### src/core/acf_params.svh
/*
 * acf_params.svh: register offsets, flag bit positions, reset values and
 * field widths of the ALU condition flag block.
 * Assumes inclusion by bare name from the block's design files.
 */
`ifndef ACF_PARAMS_SVH
`define ACF_PARAMS_SVH

// register byte offsets on the APB
`define ACF_OFF_FLAGS 12'h000
`define ACF_OFF_RESULT 12'h004

// flag bit positions inside the flag register
`define ACF_BIT_CARRY 0
`define ACF_BIT_HALF 1
`define ACF_BIT_ZERO 2
`define ACF_BIT_WRAP 3
`define ACF_BIT_SIGN 4

// number of implemented flag bits; bits above read as zero
`define ACF_FLAG_W 5

// reset values
`define ACF_FLAGS_RST 8'h00
`define ACF_RESULT_RST 8'h00

// flag groups touched by each class of operation
`define ACF_MASK_ARITH 5'h1F
`define ACF_MASK_LOGIC 5'h14
`define ACF_MASK_WIPE 5'h04
`define ACF_MASK_NONE 5'h00

`endif

### src/core/acf_pkg.sv
/*
 * acf_pkg: types of the ALU condition flag block: operation codes, the
 * instruction request carrier and the APB request carrier.
 * Assumes nothing beyond a SystemVerilog compiler.
 */
package acf_pkg;

    typedef enum logic [3:0] {
        acf_nop_op,
        add_work_file_op,
        add_literal_op,
        literal_minus_work_op,
        file_minus_work_op,
        acf_and_op,
        acf_or_op,
        acf_xor_op,
        wipe_register_op,
        bit_set_op,
        bit_reset_op,
        nibble_exchange_op,
        file_to_file_copy_op,
        work_to_file_copy_op
    } acf_op_t;

    typedef struct packed {
        logic valid;
        acf_op_t op;
        logic [7:0] file_val;
        logic [7:0] work_val;
        logic [7:0] literal;
        logic [2:0] bit_sel;
        logic dest_is_flags;
    } acf_instr_t;

    typedef struct packed {
        logic psel;
        logic penable;
        logic pwrite;
        logic [11:0] paddr;
        logic [31:0] pwdata;
    } acf_apb_req_t;

endpackage

### src/core/acf_alu_flags.sv
/*
 * acf_alu_flags: ALU condition flag register of the core with its ALU,
 * an instruction execution port and an APB slave for software access.
 * Assumes instruction requests come from logic on clk_in, one per cycle.
 */
// Local design decisions: the APB register port and the register addresses.
//
// Contract
// - flags live in one register usable as any instruction's operand
// - flag-affecting instruction aimed at flags drops result, updates flags only
// - wiping the flag register sets zero flag, keeps other flags
// - in subtraction carry flags mean inverted borrow and digit borrow
// - wrap flag set when signed result changes sign bit, else clear
// - low-half flag updated by both adds and both subtracts
// - low-half flag is the carry out of bit 3
// - carry flag is the carry out of bit 7
`timescale 1ns/1ns
`default_nettype none
`include "acf_params.svh"

module acf_alu_flags (
    // clock and reset
    input wire logic clk_in,
    input wire logic arst_n_in,
    // apb slave
    input wire acf_pkg::acf_apb_req_t apb_req_in,
    output logic [31:0] prdata_out,
    output logic pready_out,
    output logic pslverr_out,
    // instruction execution
    input wire acf_pkg::acf_instr_t instr_in,
    output logic [7:0] result_out,
    output logic result_we_out,
    output logic [7:0] flags_out
);

    function automatic logic addr_hit(input logic [11:0] addr, input logic [11:0] off);
        addr_hit = (addr == off);
    endfunction

    logic rst_meta_q;
    logic rst_n_q;
    logic pready_q;
    logic pready_d;
    logic pslverr_q;
    logic pslverr_d;
    logic [31:0] prdata_q;
    logic [31:0] prdata_d;
    logic [7:0] flags_q;
    logic [7:0] flags_d;
    logic [7:0] result_q;
    logic [7:0] result_d;
    logic result_we_q;
    logic result_we_d;

    always_ff @(posedge clk_in or negedge arst_n_in) begin
        if (!arst_n_in) begin
            rst_meta_q <= 1'b0;
            rst_n_q <= 1'b0;
        end else begin
            rst_meta_q <= 1'b1;
            rst_n_q <= rst_meta_q;
        end
    end

    // apb decode; answers one cycle into the access phase
    wire apb_access = apb_req_in.psel & apb_req_in.penable & ~pready_q;
    wire hit_flags = addr_hit(apb_req_in.paddr, `ACF_OFF_FLAGS);
    wire hit_result = addr_hit(apb_req_in.paddr, `ACF_OFF_RESULT);
    // a flag register write commits on the completing edge, while the master still holds it
    wire apb_flags_wr = apb_req_in.psel & apb_req_in.penable & pready_q &
                        apb_req_in.pwrite & hit_flags;

    assign pready_d = apb_access;
    assign pslverr_d = apb_access & ~hit_flags & ~hit_result;
    assign prdata_d = !apb_access ? prdata_q :
                      hit_flags ? {24'h000000, flags_q} :
                      hit_result ? {24'h000000, result_q} : 32'h00000000;

    // instruction side
    wire instr_fire = instr_in.valid;
    wire [7:0] calc_result;
    wire [4:0] calc_flags;
    wire [4:0] calc_mask;

    acf_flag_calc u_calc (
        .op_in(instr_in.op),
        .file_in(instr_in.file_val),
        .work_in(instr_in.work_val),
        .literal_in(instr_in.literal),
        .bit_sel_in(instr_in.bit_sel),
        .result_out(calc_result),
        .flags_new_out(calc_flags),
        .flags_mask_out(calc_mask)
    );

    wire flag_touch = instr_fire & (|calc_mask);
    wire to_flags = instr_fire & instr_in.dest_is_flags;
    // a non-flag operation aimed at the register stores its result there
    wire store_into_flags = to_flags & ~(|calc_mask);

    // per flag: the instruction's own update or stored result wins; any flag update drops the whole software write
    genvar gi;
    generate
        for (gi = 0; gi < `ACF_FLAG_W; gi = gi + 1) begin : g_flag
            assign flags_d[gi] = (flag_touch && calc_mask[gi]) ? calc_flags[gi] :
                                 store_into_flags ? calc_result[gi] :
                                 (apb_flags_wr && !flag_touch) ? apb_req_in.pwdata[gi] :
                                 flags_q[gi];
        end
    endgenerate
    assign flags_d[7:`ACF_FLAG_W] = 3'b000;

    // result is dropped whenever the flag register was the destination
    assign result_we_d = instr_fire & ~instr_in.dest_is_flags;
    assign result_d = instr_fire ? calc_result : result_q;

    always_ff @(posedge clk_in or negedge rst_n_q) begin
        if (!rst_n_q) begin
            pready_q <= 1'b0;
            pslverr_q <= 1'b0;
            prdata_q <= 32'h00000000;
            flags_q <= `ACF_FLAGS_RST;
            result_q <= `ACF_RESULT_RST;
            result_we_q <= 1'b0;
        end else begin
            pready_q <= pready_d;
            pslverr_q <= pslverr_d;
            prdata_q <= prdata_d;
            flags_q <= flags_d;
            result_q <= result_d;
            result_we_q <= result_we_d;
        end
    end

    assign pready_out = pready_q;
    assign pslverr_out = pslverr_q;
    assign prdata_out = prdata_q;
    assign flags_out = flags_q;
    assign result_out = result_q;
    assign result_we_out = result_we_q;

endmodule
`default_nettype wire

### src/core/acf_flag_calc.sv
/*
 * acf_flag_calc: combinational ALU for one instruction; gives the result,
 * the new flag values and the mask of flags the operation touches.
 * Assumes operands are stable for the whole cycle in which they are used.
 */
`timescale 1ns/1ns
`default_nettype none
`include "acf_params.svh"

module acf_flag_calc (
    // operation
    input wire acf_pkg::acf_op_t op_in,
    input wire logic [7:0] file_in,
    input wire logic [7:0] work_in,
    input wire logic [7:0] literal_in,
    input wire logic [2:0] bit_sel_in,
    // answer
    output logic [7:0] result_out,
    output logic [4:0] flags_new_out,
    output logic [4:0] flags_mask_out
);

    logic [7:0] add_x;
    logic [7:0] add_y;
    logic add_cin;
    logic [8:0] sum_full;
    logic [4:0] sum_low;
    logic is_arith;
    logic [7:0] bit_onehot;

    // subtraction adds the inverted subtrahend plus one, so both carries
    // come out as inverted borrows: set means no borrow happened
    assign add_x = (op_in == acf_pkg::add_literal_op ||
                    op_in == acf_pkg::literal_minus_work_op) ? literal_in : file_in;
    assign add_cin = (op_in == acf_pkg::literal_minus_work_op ||
                      op_in == acf_pkg::file_minus_work_op);
    assign add_y = add_cin ? ~work_in : work_in;
    assign sum_full = {1'b0, add_x} + {1'b0, add_y} + {8'h00, add_cin};
    assign sum_low = {1'b0, add_x[3:0]} + {1'b0, add_y[3:0]} + {4'h0, add_cin};
    assign is_arith = (op_in == acf_pkg::add_work_file_op) ||
                      (op_in == acf_pkg::add_literal_op) || add_cin;
    assign bit_onehot = 8'h01 << bit_sel_in;

    always_comb begin
        result_out = file_in;
        flags_mask_out = `ACF_MASK_NONE;
        case (op_in)
            acf_pkg::add_work_file_op,
            acf_pkg::add_literal_op,
            acf_pkg::literal_minus_work_op,
            acf_pkg::file_minus_work_op: begin
                result_out = sum_full[7:0];
                flags_mask_out = `ACF_MASK_ARITH;
            end
            acf_pkg::acf_and_op: begin
                result_out = file_in & work_in;
                flags_mask_out = `ACF_MASK_LOGIC;
            end
            acf_pkg::acf_or_op: begin
                result_out = file_in | work_in;
                flags_mask_out = `ACF_MASK_LOGIC;
            end
            acf_pkg::acf_xor_op: begin
                result_out = file_in ^ work_in;
                flags_mask_out = `ACF_MASK_LOGIC;
            end
            acf_pkg::wipe_register_op: begin
                result_out = 8'h00;
                flags_mask_out = `ACF_MASK_WIPE;
            end
            acf_pkg::bit_set_op: result_out = file_in | bit_onehot;
            acf_pkg::bit_reset_op: result_out = file_in & ~bit_onehot;
            acf_pkg::nibble_exchange_op: result_out = {file_in[3:0], file_in[7:4]};
            acf_pkg::file_to_file_copy_op: result_out = file_in;
            acf_pkg::work_to_file_copy_op: result_out = work_in;
            default: result_out = file_in;
        endcase
    end

    always_comb begin
        flags_new_out = 5'h00;
        flags_new_out[`ACF_BIT_SIGN] = result_out[7];
        flags_new_out[`ACF_BIT_ZERO] = (result_out == 8'h00);
        flags_new_out[`ACF_BIT_CARRY] = is_arith & sum_full[8];
        flags_new_out[`ACF_BIT_HALF] = is_arith & sum_low[4];
        // like-signed operands giving a result of the other sign
        flags_new_out[`ACF_BIT_WRAP] = is_arith & (add_x[7] == add_y[7]) &
                                       (sum_full[7] != add_x[7]);
    end

endmodule
`default_nettype wire

### config.mk
export PLATFORM = sky130hd
export DESIGN_NAME = acf_alu_flags
export DESIGN_NICKNAME = d
export VERILOG_FILES = /design/src/core/acf_pkg.sv /design/src/core/acf_alu_flags.sv /design/src/core/acf_flag_calc.sv
export VERILOG_INCLUDE_DIRS = /design/src /design/src/core
export SDC_FILE = /design/constraint.sdc
export NUM_CORES = 1
export LEC_CHECK = 0
export BUFFER_PORTS_ARGS = -buffer_cell sky130_fd_sc_hd__buf_2
export CAP_MARGIN = 10
export CORE_ASPECT_RATIO = 1.5
export CORE_MARGIN = 5
export CORE_UTILIZATION = 44
export DETAILED_ROUTE_END_ITERATION = 7
export GPL_ROUTABILITY_DRIVEN = 0
export GPL_TIMING_DRIVEN = 0
export PLACE_DENSITY_LB_ADDON = 0.08
export SETUP_SLACK_MARGIN = 0.1
export SYNTH_ARGS = -nofsm -noshare
export SYNTH_HDL_FRONTEND = slang
export SYNTH_HIERARCHICAL = 1
export SYNTH_SLANG_ARGS = --single-unit
### constraint.sdc
create_clock -name clk_in -period 0.8 [get_ports clk_in]
set_input_delay 0.12 -clock clk_in [delete_from_list [all_inputs] [get_ports clk_in]]
set_output_delay 0.12 -clock clk_in [all_outputs]
set_load 0.005 [all_outputs]
Yosys cells after proc, flatten, opt, wreduce, memory -nomap -nowiden
Index checks and enable logic that the tools add are counted.
- shift-type cells: 1
- equality and inequality tests: 15
- mux-type cells: 21
- divide/modulo/power cells: 0
- multipliers: 0
- bitwise operators: 27
- reductions and logical operators: 21
- order comparisons: 0
- add/sub/neg operators: 4
- operators with widths (operator ; number):
    8-bit one-hot mux with 9 select lines ; 1
    8-bit two-way mux ; 4
    4-bit equality test, second input constant ; 5
    8-bit AND ; 2
    4-bit by 3-bit equality test with 1-bit output, second input constant ; 4
    8-bit NOT ; 2
    8-bit bitwise OR ; 2
    1-bit AND ; 15
    1-bit two-way mux ; 15
    5-bit one-hot mux with 3 select lines ; 1
    3-bit nonzero test ; 5
    12-bit by 3-bit equality test with 1-bit output, second input constant ; 1
    12-bit logical NOT ; 1
    8-bit by 8-bit adder with 9-bit output ; 1
    9-bit by 1-bit adder with 9-bit output ; 1
    4-bit by 2-bit equality test with 1-bit output, second input constant ; 2
    8-bit logical NOT ; 1
    1-bit by 3-bit << shifter with 8-bit output, first input constant ; 1
    8-bit XOR ; 1
    1-bit logical AND ; 6
    4-bit by 4-bit adder with 5-bit output ; 1
    5-bit by 1-bit adder with 5-bit output ; 1
    1-bit NOT ; 5
    5-bit OR reduction ; 1
    7 further kinds ; 10
- memories kept: 0
- latch bits: 0
- RAM bits: 0
- input port bits: 82
- ROM bits: 0
- output and inout port bits: 51
- register bits after elaboration: 50

Depth between registers and ports, before layout
Gate-level depths: netlist (run 1).
- word-level depth: 10
- depth in mapped cells: 17

Modules after synthesis
The synthesis (run 1) kept the hierarchy.
- modules (own cells, without submodules) (module ; sequential area each (µm²) ; times used ; cells an instance ; area an instance (µm²)):
    acf_flag_calc ; 0.0 ; 1 ; 247 ; 1616.6
    acf_alu_flags ; 650.6 ; 1 ; 138 ; 1390.1

Worst setup path after synthesis (run 1)
Ideal clock, no wire load.
- path type: input -> register
- start point: input port instr_in[29] (netlist name)
- end point: register flags_q[2], in the netlist flags_out[2]
- path buffers: 2
- arrival: 3291 ps
- setup slack: -2619 ps
- stages on the path: 15
- required time: 673 ps
- setup time: 127 ps
- cell sequence: buf_6 or4b_4 and2_1 clkbuf_1 xnor2_1 ha_1 a21o_1 nor4b_1 o31ai_2 xor2_1 a21oi_1 o2111a_1 nor2_1 a21oi_1 mux2_1
- longest elaborated chain between the ends: 8
- ends and longest elaborated chain (element ; RTL line ; RTL):
    start, declared ; acf_alu_flags.sv:31 ; input wire acf_pkg::acf_instr_t instr_in,
    4-bit by 2-bit equality test with 1-bit output, or another cell as far along ; acf_flag_calc.sv:33, acf_flag_calc.sv:47 ;
    1-bit logical OR, on equally long branches ; acf_flag_calc.sv:33, acf_flag_calc.sv:35 ;
    8-bit two-way mux, on equally long branches ; acf_flag_calc.sv:34, acf_flag_calc.sv:37 ;
    8-bit by 8-bit adder with 9-bit output ; acf_flag_calc.sv:38 ; assign sum_full = {1'b0, add_x} + {1'b0, add_y} + {8'h00, add_cin};
    9-bit by 1-bit adder with 9-bit output ; acf_flag_calc.sv:38 ;
    8-bit one-hot mux with 9 select lines * ; acf_flag_calc.sv:47 ; case (op_in)
    8-bit logical NOT * ; acf_flag_calc.sv:83 ; flags_new_out[`ACF_BIT_ZERO] = (result_out == 8'h00);
    named net calc_flags[2] ; acf_alu_flags.sv:83 ; wire [4:0] calc_flags;
    1-bit two-way mux * ; acf_alu_flags.sv:106 ; assign flags_d[gi] = (flag_touch && calc_mask[gi]) ? calc_flags[gi] :
    end signal, assigned ; acf_alu_flags.sv:123 ; flags_q <= `ACF_FLAGS_RST;
    end signal, assigned ; acf_alu_flags.sv:130 ; flags_q <= flags_d;
    end, declared ; acf_alu_flags.sv:49 ; logic [7:0] flags_q;
Mark *: on every way through the listed nets, which the timed path passes. The rest lies on a longest branch.
A chain may end at the register's enable or synchronous reset.

Worst setup path after layout (run 1)
- start point: input port instr_in[29] (netlist name)
- end point: register flags_q[2], in the netlist flags_out[2]
- longest elaborated chain between the ends: 8
- ends and longest elaborated chain (element ; RTL line ; RTL):
    4-bit by 2-bit equality test with 1-bit output, or another cell as far along ; acf_flag_calc.sv:33, acf_flag_calc.sv:47 ;
    1-bit logical OR, on equally long branches ; acf_flag_calc.sv:33, acf_flag_calc.sv:35 ;
    8-bit two-way mux, on equally long branches ; acf_flag_calc.sv:34, acf_flag_calc.sv:37 ;
    8-bit by 8-bit adder with 9-bit output ; acf_flag_calc.sv:38 ;
    9-bit by 1-bit adder with 9-bit output ; acf_flag_calc.sv:38 ;
    8-bit one-hot mux with 9 select lines * ; acf_flag_calc.sv:47 ;
    named net calc_result[4] ; acf_alu_flags.sv:82 ; wire [7:0] calc_result;
    8-bit logical NOT * ; acf_flag_calc.sv:83 ;
    named net calc_flags[2] ; acf_alu_flags.sv:83 ;
    1-bit two-way mux * ; acf_alu_flags.sv:106 ;
Marked as above.

==> results of run 1 <==
## through the flow
step	utilization, %	power (W)
6_report	66.8	0.00552
5_1_grt	66.8	0.00587
4_1_cts	63.5	0.00527
3_5_place_dp	54.9	0.00385
3_3_place_gp	54.9	0.00382
2_1_floorplan	-	0.00313
## logic make-up (layout without fill, tap and decap cells)
kind of cell / count (synthesis) / after routing
simple gates: 135 / 135
compound gates: 96 / 96
buf+inv: 68 / 194
mux: 34 / 34
flops: 26 / 26
xor+xnor: 16 / 16
fa+ha+maj: 8 / 8
other cells: 2 / 28
## synthesized netlist by cell type, drive strengths merged, types with 7 or more instances
cell type	number	area [sq um]
nand2	46	173
buf	36	259
dfrtp	26	651
a21oi	25	125
nor2	21	78.8
o21ai	20	100
mux2	19	214
clkbuf	16	60.1
inv	16	60.1
mux2i	15	150
xnor2	13	114
nand3	10	50.1
nor3	9	56.3
ha	7	87.6
nor2b	7	43.8
nor4	7	43.8
## power by group
part	internal, W	switching, W	total (W)
registers	0.00149	0.000112	0.00160
clock network	0.000440	0.000405	0.000845
logic	0.00163	0.00145	0.00307
total	0.00356	0.00196	0.00552
## area by class of cell
type | count | area (sq um)
flip-flops and latches | 26 | 654
multi-input cells | 317 | 2410
repair buffers | 123 | 771
clock buffers | 4 | 55.1
plain buffers | 51 | 444
inverters | 16 | 78.8
fillers | 580 | 2240
well taps | 78 | 97.6
## worst max-delay path, cell delays in order
cell	delay, ns
buf_8	0.10
buf_8	0.10
or4b_4	0.47
and2_4	0.21
buf_6	0.12
mux2_4	0.27
fa_2	0.38
nor2b_1	0.12
o31a_1	0.22
xor2_1	0.10
nand2_1	0.15
o2111ai_4	0.14
nor4_2	0.32
o2111a_1	0.24
nor2_1	0.04
a21oi_1	0.12
mux2_4	0.15
## worst paths after layout
path	start	to	cells after the start
hold / removal	instr_in[0]	result_we_out$_DFF_PN0_	2
setup reg to reg	pready_out$_DFF_PN0_	flags_out[3]$_DFFE_PN0P_	5
min in group asynchronous	arst_n_in	rst_n_q$_DFF_PN0_	2
setup / recovery	instr_in[29]	flags_out[2]$_DFFE_PN0P_	17
hold reg to reg	rst_n_q$_DFF_PN0_	prdata_out[6]$_DFFE_PN0N_	0
max in group asynchronous	rst_n_q$_DFF_PN0_	prdata_out[0]$_DFFE_PN0N_	0
## per-layer routing
| metal | share of wire, % | vias to the layer above | track usage [%] |
|---|---|---|---|
| met5 | 0 | - | 0 |
| met4 | 6.6 | 0 | 13.0 |
| met3 | 7.6 | 53 | 2.93 |
| met2 | 52 | 191 | 40.7 |
| met1 | 33 | 1553 | 23.6 |
| li1 | - | 1640 | - |
## flip-flops by register name, summed over array words and instances (netlist names)
register       cells
flags_out          5
pready_out         1
prdata_out         8
result_we_out      1
rst_n_q            1
rst_meta_q         1
result_out         8
pslverr_out        1
## timing repair
item | 4_1_cts | 5_1_grt
pin swaps | 37 | 27
setup endpoints to repair | 48 | 71
hold endpoints to repair | 2 | 0
cloned | 0 | 0
hold buffers | 1 | 0
resized for setup | 57 | 30
setup buffers | 36 | 11
==> impl_metrics.json, run 1 <==
{
  "clock_path_buffers": 2,
  "synth-simple-area-share_pct": 23.6,
  "start_util_pct": 44.5,
  "clk_pin_slew_ns": 0.09,
  "synth_top_family_by_area": "simple AND/OR/NAND/NOR gates",
  "setup_ws_ns": -2.36,
  "max_cap_violations": 0,
  "relSlewSlack_pct": 61.1,
  "cts-root-buf": "clkbuf_8",
  "wirelength_microns": 10100,
  "worstPathArrival_ns": 3.38,
  "overflow": 0,
  "maxSlewViolCount": 0,
  "synth-seq-area-share_pct": 21.6,
  "fin_cells": 615,
  "synth-xor-area-share_pct": 4.66,
  "cellLeakagePower_nw": 2.20,
  "vias_per_cell": 5.59,
  "grt.total_usage_pct": 22.2,
  "outcome": "finished with violations",
  "final_layout_size_suffix_gt1_share_pct": 46.4,
  "failed_checks": "negative setup slack",
  "pin_count": 133,
  "placed_cells": 565,
  "post-route-min-period_ns": 3.16,
  "drc": 0,
  "die_y_microns": 111,
  "fp.dieArea_sq_mm": 0.00862,
  "core_area_sq_mm": 0.00676,
  "cts_made_buffers": 3,
  "cts_tree": "yes",
  "setup_viol": 47,
  "yosys.cell_types.count": 69,
  "synth-compound-area-share_pct": 21.6,
  "finalHoldWorstSlack_ns": 0.00554,
  "grt_pass1_vias": 3383,
  "hold_class": "input pin to register",
  "post-place-ws_ns": -2.89,
  "vias": 3437,
  "max_freq_ghz": 0.316,
  "wl_per_cell_microns": 16.5,
  "syn_area_sq_mm": 0.00301,
  "htree_num_levels": 1,
  "n_antenna_cell": 0,
  "async_reset_ff_share_pct": 100,
  "grt_first_pass_wirelength_microns": 15800,
  "ant_nets": 0,
  "io_buffers": 76,
  "clk_latency_ns": 0.27,
  "fin_area_sq_mm": 0.00451,
  "yosys_warnings": 6,
  "tightest_slew_ns": 0.579,
  "synth_edf_count": 0,
  "synthCells": 385,
  "drtIter0Drc": 204,
  "dp_hpwl_microns": 7760,
  "setup_tns_ns": -29.09,
  "finClkSkew_ns": 0.00175,
  "post-route-period-util_pct": 395,
  "power_density_mw_per_mm2": 1220,
  "fin_nets": 628,
  "cts_num_sinks": 26,
  "rows": 37,
  "synthMuxAreaShare_pct": 12.1,
  "ys_seq_elements": 26,
  "grt_max_degree": 25,
  "drt_first_pass_iters": 5,
  "synth_area_per_cell_sq_um": 7.81,
  "mostFrequentLayoutCells": "75 x buf_2, 72 x buf_4, 44 x nand2_1",
  "dpl_cell_area_sq_mm": 0.00371,
  "critPathLaunchType": "input pin",
  "die_x_microns": 77.5,
  "path_class": "input pin to register",
  "cp.required_ns": 1.02,
  "final_hold_viol_count": 0,
  "ff2ff_setup_slack_ns": -0.62,
  "crit_fanout": 4,
  "worstSetupEndpointType": "register",
  "synthAdderAreaFrac_pct": 3.58,
  "syn_to_final_growth_pct": 50.1,
  "synth_ff_type": "dfrtp_1",
  "antenna_found_initial": 0,
  "ir_worst_vdd_mv": 0.584,
  "rsz0062_at_grt": "yes",
  "final_common_cell": "buf_2"
}
No activity file was read; power rests on OpenSTA's default activity.
==> run 2, diff against run 1 <==
--- a/config.mk
+++ b/config.mk
@@ -7,7 +7,6 @@
 export NUM_CORES = 1
 export LEC_CHECK = 0
 export BUFFER_PORTS_ARGS = -buffer_cell sky130_fd_sc_hd__buf_2
-export CAP_MARGIN = 10
 export CORE_ASPECT_RATIO = 1.5
 export CORE_MARGIN = 5
 export CORE_UTILIZATION = 44
@@ -16,6 +15,7 @@
 export GPL_TIMING_DRIVEN = 0
 export PLACE_DENSITY_LB_ADDON = 0.08
 export SETUP_SLACK_MARGIN = 0.1
+export SKIP_CTS_REPAIR_TIMING = 1
 export SYNTH_ARGS = -nofsm -noshare
 export SYNTH_HDL_FRONTEND = slang
 export SYNTH_HIERARCHICAL = 1
==> run 2 against run 1 <==
  * Count of clock-buffer cells in the layout unchanged
  * Worst hold slack better by 0.010 ns
  * Largest power group unchanged
  * The run still ends with negative setup slack left
  * Sequential cell count stayed put
==> impl_metrics.json, run 2 (synthesis results as in run 1) <==
{
  "finClkSkew_ns": 0.00168,
  "ant_nets": 0,
  "cellLeakagePower_nw": 2.12,
  "cts_tree": "yes",
  "critPathTopFamily": "simple AND/OR/NAND/NOR gates",
  "grt_pass1_vias": 3206,
  "outcome": "finished with violations",
  "ir_worst_vdd_mv": 0.549,
  "wirelength_microns": 9960,
  "critical_path_buf_inv_count": 2,
  "critPathLaunchType": "input pin",
  "fp.dieArea_sq_mm": 0.00862,
  "grt_first_pass_wirelength_microns": 15100,
  "clk_latency_ns": 0.27,
  "syn_to_final_growth_pct": 45.4,
  "fin_cells": 600,
  "tightest_slew_ns": 0.560,
  "cts-root-buf": "clkbuf_8",
  "rsz0062_at_grt": "yes",
  "n_antenna_cell": 0,
  "rr_worst_depth": 5,
  "htree_num_levels": 1,
  "p_switching_w": 0.00191,
  "worstPathArrival_ns": 3.38,
  "mostFrequentLayoutCells": "77 x buf_2, 57 x buf_4, 43 x nand2_1",
  "die_x_microns": 77.5,
  "final_layout_size_suffix_gt1_share_pct": 44.6,
  "grt.total_usage_pct": 21.2,
  "maxSlewViolCount": 0,
  "dp_hpwl_microns": 7760,
  "clk_pin_slew_ns": 0.09,
  "finalHoldWorstSlack_ns": 0.0155,
  "setup_ws_ns": -2.42,
  "die_y_microns": 111,
  "setup_viol": 47,
  "post-place-ws_ns": -2.89,
  "drtIter0Drc": 251,
  "seq_power_share_pct": 30.9,
  "failed_checks": "negative setup slack",
  "hold_class": "input pin to register",
  "relSlewSlack_pct": 62.3,
  "io_buffers": 76,
  "cts_made_buffers": 3,
  "crit_path_top_delay_cell": "or4b_4",
  "crit_path_max_incr_delay_ns": 0.54,
  "overflow": 0,
  "rows": 37,
  "power_density_mw_per_mm2": 1210,
  "grt_max_degree": 25,
  "final_hold_viol_count": 0,
  "power_frac_clock_pct": 15.9,
  "comb_power_share_pct": 53.2,
  "max_cap_violations": 0,
  "worstSetupEndpointType": "register",
  "worstSetupPathDepth": 16,
  "p_total_w": 0.00530,
  "wl_per_cell_microns": 16.6,
  "max_freq_ghz": 0.311,
  "vias": 3380,
  "post-route-period-util_pct": 402,
  "cp.required_ns": 0.96,
  "clock_path_buffers": 2,
  "pin_count": 133,
  "fin_nets": 613,
  "core_area_sq_mm": 0.00676,
  "intPower_w": 0.00339,
  "path_class": "input pin to register",
  "drc": 0,
  "drt_first_pass_iters": 5,
  "cpMostUsedCell": "buf_8",
  "cp_cell_sequence": "buf_8 > buf_8 > or4b_4 > and2_4 > xnor2_2 > ha_1 > nand4_1 > mux2i_2 > nor4b_4 > o31ai_2 > xor2_1 > a21oi_2 > o2111a_1 > nor2_1 > a21oi_1 > mux2_4",
  "vias_per_cell": 5.63,
  "swShare_pct": 36.1,
  "crit_fanout": 4,
  "placed_cells": 565,
  "cts_num_sinks": 26,
  "final_common_cell": "buf_2",
  "start_util_pct": 44.5,
  "post-route-min-period_ns": 3.22,
  "worstHoldPathCells": 2,
  "antenna_found_initial": 0
}
## run 2: final timing paths
kind / to / slack (ns) / startpoint
max: flags_out[2]$_DFFE_PN0P_ / -2.42 / instr_in[29]
min: result_we_out$_DFF_PN0_ / 0.02 / instr_in[0]
min reg2reg: prdata_out[6]$_DFFE_PN0N_ / 0.22 / rst_n_q$_DFF_PN0_
min in group asynchronous: rst_n_q$_DFF_PN0_ / 0.16 / arst_n_in
max reg2reg: flags_out[3]$_DFFE_PN0P_ / -0.74 / pready_out$_DFF_PN0_
max in group asynchronous: prdata_out[0]$_DFFE_PN0N_ / 0.34 / rst_n_q$_DFF_PN0_
## run 2: cell type report
type / count / area (sq um)
fill: 608 / 2390
clock buffer: 4 / 55.1
tap: 78 / 97.6
sequential: 26 / 654
multi-input combinational: 317 / 2400
buffer: 51 / 433
inverter: 16 / 75.1
timing repair buffer: 108 / 654
## run 2: power groups by stage
| stage | Clock, W | Combinational [W] | Sequential [W] |
|---|---|---|---|
| finish | 0.000841 | 0.00282 | 0.00164 |
| global route | 0.000928 | 0.00305 | 0.00167 |
| floorplan | 0 | 0.00146 | 0.00167 |
| global placement | 0 | 0.00214 | 0.00168 |
| CTS | 0.000866 | 0.00217 | 0.00166 |
| detailed placement | 0 | 0.00216 | 0.00169 |
## run 2: worst reg2reg max path, stage by stage (launching register included)
cell	delay [ns]
dfrtp_1	0.40
nand2_1	0.06
nor3_1	0.05
a31oi_1	0.46
nand2_1	0.14
mux2_4	0.32
## run 2: metal layers
| metal | global-route usage, % | routed length (microns) | share of wire [%] | up-vias |
|---|---|---|---|---|
| li1 | - | - | - | 1624 |
| met3 | 3.01 | 778 | 7.8 | 53 |
| met1 | 22.6 | 3410 | 34 | 1501 |
| met4 | 12.7 | 603 | 6.1 | 0 |
| met2 | 38.3 | 5160 | 52 | 202 |
| met5 | 0 | 0 | 0 | - |
## run 2: metrics by stage
stage,TNS [ns],cell area (sq um),util [%]
after CTS,-32.73,3770,55.7
after global routing,-32.09,4370,64.7
after global placement,-33.48,3710,54.9
after detailed placement,-34.02,3710,54.9
after floorplan,-27.19,3230,-
final,-29.66,4370,64.7
==> run 3, diff against run 2 <==
--- a/config.mk
+++ b/config.mk
@@ -6,10 +6,11 @@
 export SDC_FILE = /design/constraint.sdc
 export NUM_CORES = 1
 export LEC_CHECK = 0
+export ABC_AREA = 1
 export BUFFER_PORTS_ARGS = -buffer_cell sky130_fd_sc_hd__buf_2
 export CORE_ASPECT_RATIO = 1.5
 export CORE_MARGIN = 5
-export CORE_UTILIZATION = 44
+export CORE_UTILIZATION = 45
 export DETAILED_ROUTE_END_ITERATION = 7
 export GPL_ROUTABILITY_DRIVEN = 0
 export GPL_TIMING_DRIVEN = 0
==> run 3 against run 2 <==
  * Critical path depth is 7 higher
  * Clock power decreased by 3.6%
  * The run still ends with negative setup slack left
  * Critical endpoint unchanged
  * Utilization rose by 2.9 points
  * Die area is 2.4% higher
  * Via count grew 11%
  * Synthesized cell count rose by 35%
  * Sequential power about the same
  * Sequential cell count is the same
  * Cell count increased by 24%
  * Worst hold slack gained 0.053 ns
  * Synthesized area grew 5.0%
  * Largest power group unchanged
  * Largest cell class unchanged
==> impl_metrics.json, run 3 <==
{
  "fin_area_sq_mm": 0.00463,
  "synthTopCellsByCount": "151 x nand2_1, 59 x inv_1, 54 x nand3_1",
  "dp_hpwl_microns": 7950,
  "vias": 3762,
  "cts-root-buf": "clkbuf_8",
  "cts_tree": "yes",
  "wl_per_cell_microns": 13.7,
  "synth_area_leaders": "dfrtp_1 21%, nand2_1 18%, nand3_1 8.6%",
  "synth_top_cell_by_area": "dfrtp_1",
  "die_x_microns": 78.4,
  "clk_latency_ns": 0.26,
  "ant_nets": 0,
  "final_layout_size_suffix_gt1_share_pct": 42.2,
  "cp_cell_sequence": "buf_8 > nor2_4 > buf_6 > nand2_8 > nand2_8 > xor2_2 > ha_4 > nand2_2 > nand2_2 > inv_2 > o21a_1 > nand2_2 > nand2_2 > nand2_2 > nand2_1 > nand3_1 > nand2_1 > nand3_1 > nor2_1 > nand2_1 > nand2_2 > nand2_1 > nand2_1",
  "clk_pin_slew_ns": 0.08,
  "drt_first_pass_iters": 4,
  "setup_viol": 47,
  "overflow": 0,
  "failed_checks": "negative setup slack",
  "synth_ff_type": "dfrtp_1",
  "io_buffers": 77,
  "post-route-util_pct": 67.6,
  "path_class": "input pin to register",
  "synth_edf_count": 0,
  "syn_to_final_growth_pct": 46.6,
  "drc": 0,
  "grt_first_pass_wirelength_microns": 15200,
  "p_total_w": 0.00544,
  "setup_tns_ns": -19.87,
  "post-route-min-period_ns": 2.22,
  "rows": 37,
  "fin_nets": 755,
  "cts_num_sinks": 26,
  "cts_made_buffers": 3,
  "tightest_slew_ns": 0.590,
  "core_area_sq_mm": 0.00685,
  "final_common_cell": "nand2_1",
  "worstSetupEndpointType": "register",
  "yosysTopAreaCellShare_pct": 20.6,
  "antenna_found_initial": 0,
  "setup_ws_ns": -1.42,
  "yosysMostFrequentCell": "nand2_1",
  "final_hold_viol_count": 0,
  "crit_fanout": 7,
  "critical_path_buf_inv_count": 3,
  "vias_per_cell": 5.07,
  "synthCells": 521,
  "max_freq_ghz": 0.451,
  "yosys.cell_types.count": 44,
  "drtIter0Drc": 141,
  "start_util_pct": 46.1,
  "met3_usage_pct": 1.36,
  "synth_area_per_cell_sq_um": 6.06,
  "rsz0062_at_grt": "yes",
  "critPathTopFamily": "simple AND/OR/NAND/NOR gates",
  "htree_num_levels": 1,
  "max_cap_violations": 0,
  "cellLeakagePower_nw": 2.53,
  "pin_count": 133,
  "n_antenna_cell": 0,
  "globalRoute.busiestLayer": "met2",
  "synth-seq-area-share_pct": 20.6,
  "maxSlewViolCount": 0,
  "post-route-period-util_pct": 277,
  "worstPathArrival_ns": 2.42,
  "dpl_cell_area_sq_mm": 0.00385,
  "grt_max_degree": 25,
  "relSlewSlack_pct": 60.5,
  "wirelength_microns": 10200,
  "ys_seq_elements": 26,
  "async_reset_ff_share_pct": 100,
  "outcome": "finished with violations",
  "syn_area_sq_mm": 0.00316,
  "yosys_warnings": 6,
  "clock_path_buffers": 2,
  "cpMostUsedCell": "nand2_2",
  "die_y_microns": 113,
  "hold_class": "input pin to register",
  "ir_worst_vdd_mv": 0.544,
  "grt.total_usage_pct": 20.9,
  "critPathLaunchType": "input pin",
  "cp.required_ns": 1.01,
  "use_met1_pct": 22.5,
  "finClkSkew_ns": 0.00179,
  "power_density_mw_per_mm2": 1170,
  "post-place-ws_ns": -1.98,
  "grt_pass1_vias": 3395,
  "crit_path_max_incr_delay_ns": 0.25,
  "mostFrequentLayoutCells": "133 x nand2_1, 73 x buf_2, 60 x buf_4",
  "crit_path_top_delay_cell": "ha_4",
  "fp.dieArea_sq_mm": 0.00883,
  "grt_use_met2_pct": 40.1
}
[run 3: kinds of logic (layout without fill, tap and decap cells)]
logic type / after synthesis / after routing / synth area share, %
AND/OR/NAND/NOR: 308 / 308 / 45.6
XOR/XNOR: 9 / 9 / 2.50
AO/OA/AOI/OAI: 61 / 61 / 11.1
buffers and inverters: 107 / 224 / 16.6
other: 2 / 28 / 0.238
adder cells (fa/ha/maj): 8 / 8 / 3.41
flip-flops: 26 / 26 / 20.6
[run 3: worst reg2reg max path: stages (launching register included)]
cell and delay (ns):
dfrtp_1 0.41, nand2_1 0.08, nor2_2 0.14, nand4_4 0.19
nand3_1 0.12, nand2_1 0.06
[run 3: per-stage QoR]
step | hold WS (ns) | cells
finish | 0.0685 | 742
global route | 0.0648 | 742
CTS | -0.382 | 706
global placement | -0.0938 | 702
detailed placement | -0.0934 | 702
floorplan | -0.176 | 547
[run 3: layout make-up]
type / instances / area (sq um)
clock buffer: 4 / 55.1
tap: 78 / 97.6
fill: 640 / 2220
inverter: 71 / 282
buffer: 36 / 282
multi-input combinational: 414 / 2540
sequential: 26 / 654
timing repair buffer: 113 / 723
[run 3: worst paths after layout]
path,startpoint,to,slack [ns],cells past startpoint
worst max-delay path,instr_in[31],flags_out[2]$_DFFE_PN0P_,-1.42,23
worst min-delay path,instr_in[0],result_we_out$_DFF_PN0_,0.07,2
worst max register to register,pready_out$_DFF_PN0_,flags_out[1]$_DFFE_PN0P_,-0.30,5
worst min register to register,rst_n_q$_DFF_PN0_,prdata_out[5]$_DFFE_PN0N_,0.22,0
max in group asynchronous,rst_n_q$_DFF_PN0_,prdata_out[2]$_DFFE_PN0N_,0.33,0
min in group asynchronous,arst_n_in,rst_n_q$_DFF_PN0_,0.17,2
[run 3: power by group]
| group | switching, W | total [W] | internal [W] |
|---|---|---|---|
| clock network | 0.000372 | 0.000811 | 0.000439 |
| registers | 0.000150 | 0.00165 | 0.00150 |
| logic | 0.00159 | 0.00297 | 0.00139 |
[run 3: per-layer routing]
| metal | share of wire (%) | up-vias |
|---|---|---|
| met5 | 0 | - |
| met4 | 4.8 | 0 |
| met3 | 4.1 | 29 |
| met2 | 56 | 127 |
| met1 | 35 | 1707 |
| li1 | - | 1899 |
